File: src/common/vfd_pkg.sv
// Shared constants for the serial display link: timing, command codes,
// host register map and host states.
// Assumes a 100 MHz sys_clk on both ends.
package vfd_pkg;
  // ----------------------------------------
  // Clock and link timing
  // ----------------------------------------
  localparam int CLK_NS      = 10;
  localparam int SCLK_MIN_NS = 1000;   // Least shift clock high or low width
  localparam int WAIT_NS     = 40000;  // Least idle between bytes
  localparam int BB_NS       = 120000; // Least last-bit to last-bit time
  localparam int RST_NS      = 100000; // Least link reset pulse
  localparam int RD_NS       = 100000; // Least reset release to first byte
  localparam int SCLK_CYC    = (SCLK_MIN_NS + CLK_NS - 1) / CLK_NS;
  localparam int WAIT_CYC    = (WAIT_NS + CLK_NS - 1) / CLK_NS;
  localparam int BB_CYC      = (BB_NS + CLK_NS - 1) / CLK_NS;
  localparam int RST_CYC     = (RST_NS + CLK_NS - 1) / CLK_NS;
  localparam int RD_CYC      = (RD_NS + CLK_NS - 1) / CLK_NS;
  localparam int STEP_CYC    = 4;      // Cycles per luminance step
  // ----------------------------------------
  // Byte layout and commands
  // ----------------------------------------
  localparam int BYTE_W = 8;
  localparam int NPOS   = 16;
  localparam int CODE_W = 6;
  localparam int CFLAG  = 7;
  localparam logic [2:0] CMD_PTR  = 3'h2;
  localparam logic [2:0] CMD_CNT  = 3'h4;
  localparam logic [1:0] CMD_DUTY = 2'h3;
  localparam logic [4:0] DUTY_RST = 5'h00;
  localparam logic [4:0] DUTY_MAX = 5'h1F;
  localparam logic [3:0] PTR_RST  = 4'hF;  // Pointer value of position 1
  localparam logic [3:0] CNT_RST  = 4'h0;  // Zero means all sixteen
  localparam logic [5:0] CODE_BLANK = 6'h20;
  localparam logic [5:0] CODE_COMMA = 6'h2C;
  localparam logic [5:0] CODE_POINT = 6'h2E;
  // ----------------------------------------
  // Host register map
  // ----------------------------------------
  localparam logic [7:0] REG_DATA   = 8'h00;
  localparam logic [7:0] REG_STATUS = 8'h04;
  localparam logic [7:0] REG_CTRL   = 8'h08;
  localparam int ST_BUSY    = 0;
  localparam int ST_RESET   = 1;
  localparam int CTRL_RESET = 0;
  localparam logic [1:0] HRESP_OKAY = 2'h0;
  typedef enum logic [2:0] {H_RST, H_RD, H_IDLE, H_HIGH, H_LOW, H_GAP} host_state_t;
endpackage : vfd_pkg

File: src/common/vfd_link_if.sv
// Three-wire one-way serial display link.
// All wires are driven by the host end only.
`timescale 1ns/1ns
interface vfd_link_if;
  logic sclk;    // Shift clock, idles high
  logic sdata;   // Serial data, msb first
  logic resetN;  // Device reset, active low
  modport host   (output sclk, output sdata, output resetN);
  modport device (input sclk, input sdata, input resetN);
endinterface : vfd_link_if

File: src/design/vfd_display_ctrl.sv
// Display end: receives bytes on the serial link, interprets commands,
// keeps a sixteen-position buffer and scans it onto digit outputs.
// Assumes the link pins are asynchronous to sys_clk.
//
// Decided for this implementation: the AHB-Lite interface to the registers and the placing of the registers.
`timescale 1ns/1ns
module vfd_display_ctrl #(
  parameter int STEP_CYC = vfd_pkg::STEP_CYC
) (
  input  wire logic                        sys_clk,
  input  wire logic                        rst,
  vfd_link_if.device                       link,
  output logic [vfd_pkg::NPOS-1:0]         digitEn,
  output logic [vfd_pkg::CODE_W-1:0]       glyphCode,
  output logic                             pointOn,
  output logic                             commaOn,
  output logic [vfd_pkg::BYTE_W-1:0]       lastByte,
  output logic                             byteStrobe,
  output logic [4:0]                       dutyLevel
);
  import vfd_pkg::*;

  // ----------------------------------------
  // Pin synchronisers
  // ----------------------------------------
  logic [1:0] sclkSync;
  logic [1:0] dataSync;
  logic [1:0] resetSync;
  logic       sclkPrev;

  // Two stages each; only stage one reads stage zero
  always_ff @(posedge sys_clk) begin
    if (rst) begin
      sclkSync  <= 2'h3;
      dataSync  <= 2'h0;
      resetSync <= 2'h0;
      sclkPrev  <= 1'b1;
    end else begin
      sclkSync  <= {sclkSync[0], link.sclk};
      dataSync  <= {dataSync[0], link.sdata};
      resetSync <= {resetSync[0], link.resetN};
      sclkPrev  <= sclkSync[1];
    end
  end

  wire linkReset = rst | ~resetSync[1];
  wire sclkFall  = sclkPrev & ~sclkSync[1];

  // ----------------------------------------
  // Byte assembly
  // ----------------------------------------
  logic [6:0] shiftReg;
  logic [2:0] bitCnt;

  // Shift on each falling edge, msb arrives first
  always_ff @(posedge sys_clk) begin
    if (linkReset) begin
      shiftReg <= 7'h00;
      bitCnt   <= 3'h0;
    end else if (sclkFall) begin
      shiftReg <= {shiftReg[5:0], dataSync[1]};
      bitCnt   <= bitCnt + 3'h1;
    end
  end

  wire              byteDone = sclkFall & (bitCnt == 3'h7);
  wire [BYTE_W-1:0] rxByte   = {shiftReg, dataSync[1]};

  // ----------------------------------------
  // Command decode
  // ----------------------------------------
  wire              isCtrl = rxByte[CFLAG];
  wire              isPtr  = isCtrl & (rxByte[6:4] == CMD_PTR);
  wire              isCnt  = isCtrl & (rxByte[6:4] == CMD_CNT);
  wire              isDuty = isCtrl & (rxByte[6:5] == CMD_DUTY);
  wire [CODE_W-1:0] code   = rxByte[CODE_W-1:0];
  wire              isMark = (code == CODE_COMMA) | (code == CODE_POINT);
  wire              isChar = ~isCtrl & ~isMark;
  wire              isAttach = ~isCtrl & isMark;

  // Pointer value to buffer index, index 0 is position 1
  function automatic logic [3:0] ptr_to_index(input logic [3:0] v);
    return v + 4'h1;
  endfunction : ptr_to_index

  // ----------------------------------------
  // Control state
  // ----------------------------------------
  logic [3:0] bufPtr;
  logic [3:0] digitCnt;
  logic [4:0] duty;
  logic [3:0] lastIdx;

  // Other control nibbles fall through and change nothing
  always_ff @(posedge sys_clk) begin
    if (linkReset) begin
      bufPtr   <= PTR_RST;
      digitCnt <= CNT_RST;
      duty     <= DUTY_RST;
      lastIdx  <= 4'h0;
    end else if (byteDone) begin
      if (isPtr) begin
        bufPtr <= rxByte[3:0];
      end else if (isCnt) begin
        digitCnt <= rxByte[3:0];
      end else if (isDuty) begin
        duty <= rxByte[4:0];
      end else if (isChar) begin
        bufPtr  <= bufPtr + 4'h1;
        lastIdx <= ptr_to_index(bufPtr);
      end
    end
  end

  // ----------------------------------------
  // Display buffer
  // ----------------------------------------
  logic [CODE_W-1:0] glyphMem [NPOS];
  logic [NPOS-1:0]   pointMem;
  logic [NPOS-1:0]   commaMem;

  wire [3:0] storeIdx = ptr_to_index(bufPtr);

  // A new glyph clears the marks left by the previous one there
  always_ff @(posedge sys_clk) begin
    if (linkReset) begin
      for (int i = 0; i < NPOS; i++) begin
        glyphMem[i] <= CODE_BLANK;
      end
      pointMem <= '0;
      commaMem <= '0;
    end else if (byteDone & isChar) begin
      glyphMem[storeIdx] <= code;
      pointMem[storeIdx] <= 1'b0;
      commaMem[storeIdx] <= 1'b0;
    end else if (byteDone & isAttach) begin
      pointMem[lastIdx] <= pointMem[lastIdx] | (code == CODE_POINT);
      commaMem[lastIdx] <= commaMem[lastIdx] | (code == CODE_COMMA);
    end
  end

  // ----------------------------------------
  // Multiplex timing
  // ----------------------------------------
  logic [15:0] stepCnt;
  logic [4:0]  dutyStep;
  logic [3:0]  scanIdx;

  wire       stepEnd  = (stepCnt == 16'(STEP_CYC - 1));
  wire       slotEnd  = stepEnd & (dutyStep == DUTY_MAX - 5'h1);
  wire [3:0] scanLast = digitCnt - 4'h1; // zero wraps to fifteen

  // Each digit slot is 31 steps; scan wraps at the active count
  always_ff @(posedge sys_clk) begin
    if (linkReset) begin
      stepCnt  <= 16'h0000;
      dutyStep <= 5'h00;
      scanIdx  <= 4'h0;
    end else begin
      stepCnt <= stepEnd ? 16'h0000 : stepCnt + 16'h0001;
      if (slotEnd) begin
        dutyStep <= 5'h00;
        scanIdx  <= (scanIdx >= scanLast) ? 4'h0 : scanIdx + 4'h1;
      end else if (stepEnd) begin
        dutyStep <= dutyStep + 5'h01;
      end
    end
  end

  // Lit for duty of the 31 steps; zero duty never lights
  wire lit = (dutyStep < duty);

  // ----------------------------------------
  // Registered outputs
  // ----------------------------------------
  // Outputs carry the glyph code; segment decode sits downstream
  always_ff @(posedge sys_clk) begin
    if (linkReset) begin
      digitEn   <= '0;
      glyphCode <= '0;
      pointOn   <= 1'b0;
      commaOn   <= 1'b0;
    end else begin
      digitEn   <= lit ? (NPOS'(1) << scanIdx) : '0;
      glyphCode <= lit ? glyphMem[scanIdx] : '0;
      pointOn   <= lit & pointMem[scanIdx];
      commaOn   <= lit & commaMem[scanIdx];
    end
  end

  // Last received byte and its strobe, for observation
  always_ff @(posedge sys_clk) begin
    if (linkReset) begin
      lastByte   <= '0;
      byteStrobe <= 1'b0;
    end else begin
      byteStrobe <= byteDone;
      if (byteDone) begin
        lastByte <= rxByte;
      end
    end
  end

  assign dutyLevel = duty;
endmodule : vfd_display_ctrl

File: src/flat_wrapper.sv
// flat-port wrapper written by rule: the top's interface ports become plain ports
module vfd_display_ctrl_flat import vfd_pkg::*;
#(
  parameter int STEP_CYC = vfd_pkg::STEP_CYC
)
  (sys_clk, rst, digitEn, glyphCode, pointOn, commaOn, lastByte, byteStrobe, dutyLevel, link_sclk, link_sdata, link_resetN);
  vfd_link_if link_i ();
  input  wire logic sys_clk;
  input  wire logic rst;
  output logic [vfd_pkg::NPOS-1:0] digitEn;
  output logic [vfd_pkg::CODE_W-1:0] glyphCode;
  output logic pointOn;
  output logic commaOn;
  output logic [vfd_pkg::BYTE_W-1:0] lastByte;
  output logic byteStrobe;
  output logic [4:0] dutyLevel;
  input wire logic [$bits(link_i.sclk)-1:0] link_sclk;
  input wire logic [$bits(link_i.sdata)-1:0] link_sdata;
  input wire logic [$bits(link_i.resetN)-1:0] link_resetN;
  assign link_i.sclk = link_sclk;
  assign link_i.sdata = link_sdata;
  assign link_i.resetN = link_resetN;
  vfd_display_ctrl #(.STEP_CYC(STEP_CYC)) u_core (.sys_clk(sys_clk), .rst(rst), .link(link_i), .digitEn(digitEn), .glyphCode(glyphCode), .pointOn(pointOn), .commaOn(commaOn), .lastByte(lastByte), .byteStrobe(byteStrobe), .dutyLevel(dutyLevel));
endmodule
File: config.mk
export PLATFORM = sky130hd
export DESIGN_NAME = vfd_display_ctrl_flat
export DESIGN_NICKNAME = d
export VERILOG_FILES = /design/src/common/vfd_pkg.sv /design/src/common/vfd_link_if.sv /design/src/design/vfd_display_ctrl.sv /design/src/flat_wrapper.sv
export SDC_FILE = /design/constraint.sdc
export NUM_CORES = 1
export LEC_CHECK = 0
export BUFFER_PORTS_ARGS = -buffer_cell sky130_fd_sc_hd__buf_4
export CAP_MARGIN = 20
export CORE_MARGIN = 2
export CORE_UTILIZATION = 25
export CTS_CLUSTER_SIZE = 10
export DETAILED_ROUTE_END_ITERATION = 16
export SLEW_MARGIN = 20
export SYNTH_ARGS = -nofsm -noshare
export SYNTH_HDL_FRONTEND = slang
export SYNTH_SLANG_ARGS = --single-unit
File: constraint.sdc
create_clock -name sys_clk -period 4.6 [get_ports sys_clk]
set_input_delay 0 -clock sys_clk [delete_from_list [all_inputs] [get_ports sys_clk]]
set_output_delay 0 -clock sys_clk [all_outputs]
set_load 0.01 [all_outputs]
==> results.tsv <==
metric	value	unit
Post-CTS Hold Buffers	7	
Worst path max stage delay	0.85	ns
CP cell instances	and4b_1, a211oi_2, nand2_1, o21ai_0	
Max rail drop VDD	0.2512	mV
Total Wirelength	25.01	mm
vias in the first global route	6829	
outcome	finished, final reports clean	
fmax	307.5	MHz
pin count of the biggest net entering global routing	57	
max_slew headroom	0.3328	
Filler Cells Inserted	4133	
Routed Antenna Nets	0	
Post-Route Setup TNS	0	ns
global-route wire length before repair	39.23	mm
mapped cell area	10230	µm²
R2R Path End	u_core.glyphMem[11][4]	
Critical Path Slowest Stage Cell	dfxtp_1	
minimum clock period	3.252	ns
full die area	42560	µm²
htree depth	1	
clk buf depth	3	
hold path cells	3	
met1 usage	0.1627	
commonest non-fill, non-tap cell in the layout	dfxtp_1	
Area Growth Syn to Fin	17.13	%
CP Max Fanout	24	
chip width	206.3	µm
area of the core	40650	µm²
Setup Skew	0.009749	ns
hold_ws	0.2680	ns
worst slew pin tran	0.9995	ns
Mapped Cells	902	
worst-case reg-to-reg path depth	4	
Top Ports	43	
Final nets	961	
CTS sink count	220	
final hold vios	0	
port bufs	42	
Top Usage Layer GRT	met2	
Avg Cell Area, Syn	11.34	µm²
EDFF count, synth	96	
Power Density	339.5	nW/µm²
Worst-Skew Late Latency	0.53	ns
Synth warnings	0	
CTS tree	yes	
Async SR Flop Fraction	0	
Hold Path Sink	u_core.dataSync[1]	
# setup viols final	0	
Core Rows	74	
wire per inst	16.87	µm
CTS resizes	0	
die height	206.3	µm
Hold Crit Start	rst	
# DRC	0	
fraction of layout cells with a size suffix above 1	0.1558	
Root Buffer	clkbuf_16	
final max-slew violation count	0	
Synth cell types	62	
Worst-path clk slew	0.06	ns
RSZ-0062 raised after global routing	no	
syn_nets	931	
met2 global-route usage	0.1867	
ys flop type	dfxtp_1	
vias per cell	4.777	
GR Util All Layers	0.1169	
worst path arrival time	3.40	ns
HP Class	in -> reg	
GR Util met3	0.02144	
via count	7079	
postcts setup bufs	0	
kind of end point of the critical path	flip-flop	
Initial DRT Pass Iterations	5	
CTS buffer count	27	
commonest cells after routing, fill and taps aside	123 x dfxtp_1, 96 x edfxtp_1, 93 x and2_1, 80 x nand2_1, 67 x nor2_1	
FF-to-FF Start	u_core.shiftReg[3]	
LEAKAGE	4.322	nW
initial core utilization	0.2517	
Overflow after GRT	0	
number of antenna repair diodes	0	
CP startpoint kind	flip-flop	
GPL Wtd Cong	0.8437	
max-cap viol count	0	
Setup CP Type	reg -> reg	
Initial DRC Count	613	
number of synthesized register bits	220	
Final Cycle Share	0.7070	
antenna violations before repair	0	
Seq/Total Area, Yosys	0.5243	
DP HPWL	17.30	mm
flop2flop setup slack	1.35	ns
CP required	4.75	ns
Critical Path Start	u_core.shiftReg[3]	
-- synthesized netlist by cell type (3+ instances only) --
cell | n | area, µm²
a211oi_1 | 6 | 45.04
a21o_1 | 5 | 37.54
a21oi_1 | 24 | 120.1
a22o_1 | 3 | 26.28
a22oi_1 | 4 | 30.03
a32o_1 | 12 | 120.1
a32oi_1 | 3 | 26.28
a41o_1 | 3 | 30.03
and2_1 | 93 | 581.8
and3_1 | 31 | 193.9
and4_1 | 5 | 43.79
and4bb_2 | 4 | 50.05
buf_1 | 5 | 18.77
buf_2 | 4 | 20.02
clkbuf_1 | 48 | 180.2
dfxtp_1 | 124 | 2482
edfxtp_1 | 96 | 2883
ha_1 | 24 | 300.3
inv_1 | 24 | 90.09
mux2i_1 | 16 | 160.2
mux4_1 | 3 | 78.83
mux4_2 | 42 | 945.9
nand2_1 | 80 | 300.3
nand2b_1 | 32 | 200.2
nand3_1 | 17 | 85.08
nand4_1 | 10 | 62.56
nor2_1 | 67 | 251.5
nor2b_1 | 12 | 75.07
nor3_1 | 6 | 30.03
nor4_1 | 10 | 62.56
o211ai_1 | 3 | 22.52
o21ai_0 | 10 | 50.05
o22ai_1 | 6 | 37.54
o32ai_1 | 9 | 78.83
or2_2 | 4 | 25.02
or3_1 | 5 | 31.28
xnor2_1 | 7 | 61.31
xor2_1 | 13 | 113.9
-- critical path, delay by kind of cell (launching register included) --
kind             cells  cell delay [ns]
AO/OA/AOI/OAI        2             1.42
flip-flops           1             0.85
AND/OR/NAND/NOR      2             0.62
-- per-stage QoR --
step / total power (W) / setup slack, ns / instances / util / instance area [µm²]
6_report: 0.004069 / 1.348 / 1482 / 0.2949 / 11990
4_1_cts: 0.004110 / 1.154 / 1482 / 0.2946 / 11970
3_5_place_dp: 0.002146 / 1.173 / 1428 / 0.2728 / 11090
2_1_floorplan: 0.002125 / 2.101 / 902 / - / 10230
3_3_place_gp: 0.002145 / 0.9950 / 1428 / 0.2725 / 11080
5_1_grt: 0.004210 / 1.088 / 1482 / 0.2949 / 11990
-- worst max-delay path by stage --
stage	cells past startpoint	endpoint	slack [ns]
after floorplan	8	u_core.glyphMem[11][0]	2.10
after global placement	4	u_core.glyphMem[11][1]	0.99
after detailed placement	5	u_core.pointMem[3]	1.17
after CTS	5	u_core.pointMem[3]	1.15
after global routing	4	u_core.glyphMem[11][4]	1.09
final	4	u_core.glyphMem[11][4]	1.35
-- cell type report --
class / instances / area [µm²] / share of cell area
tap: 532 / 665.6 / 0.05554
sequential: 220 / 5366 / 0.4478
clock inverter: 3 / 43.79 / 0.003654
timing repair buffer: 60 / 467.9 / 0.03904
clock buffer: 44 / 769.5 / 0.06420
multi-input combinational: 597 / 4574 / 0.3817
inverter: 26 / 97.59 / 0.008143
-- power by group --
part / switching (W) / leakage (nW) / internal [W]
clock: 0.000774 / 0.393 / 0.00119
sequential: 0.00000744 / 2.08 / 0.00205
combinational: 0.0000324 / 1.85 / 0.0000198
total: 0.000814 / 4.32 / 0.00326
-- state kept, by name (all words and copies together), names as in the netlist, 2 cells and up --
register and count:
u_core.commaMem 16, u_core.digitEn 16, u_core.bufPtr 4, u_core.glyphCode 6
u_core.lastByte 8, u_core.dutyLevel 5, u_core.shiftReg 7, u_core.pointMem 16
u_core.scanIdx 4, u_core.lastIdx 4, u_core.stepCnt 16, u_core.dutyStep 5
u_core.bitCnt 3, u_core.digitCnt 4, u_core.dataSync 2, u_core.sclkSync 2
u_core.resetSync 2, u_core.glyphMem 96
-- cell families (layout without fill, tap and decap cells) --
kind of cell	Yosys count	in the layout	synth area share
AND/OR/NAND/NOR	384	384	0.2019
flip-flops	220	220	0.5243
AO/OA/AOI/OAI	108	108	0.07900
buffers and inverters	85	133	0.03253
multiplexers	61	61	0.1158
adder cells (fa/ha/maj)	24	24	0.02935
XOR/XNOR	20	20	0.01712
-- routing by layer --
| metal | wire, µm | vias up |
|---|---|---|
| met5 | 0 | - |
| met4 | 432 | 0 |
| met3 | 1383 | 30 |
| met2 | 11620 | 194 |
| met1 | 11570 | 3523 |
| li1 | - | 3332 |
No activity file was read; power rests on OpenSTA's default activity.
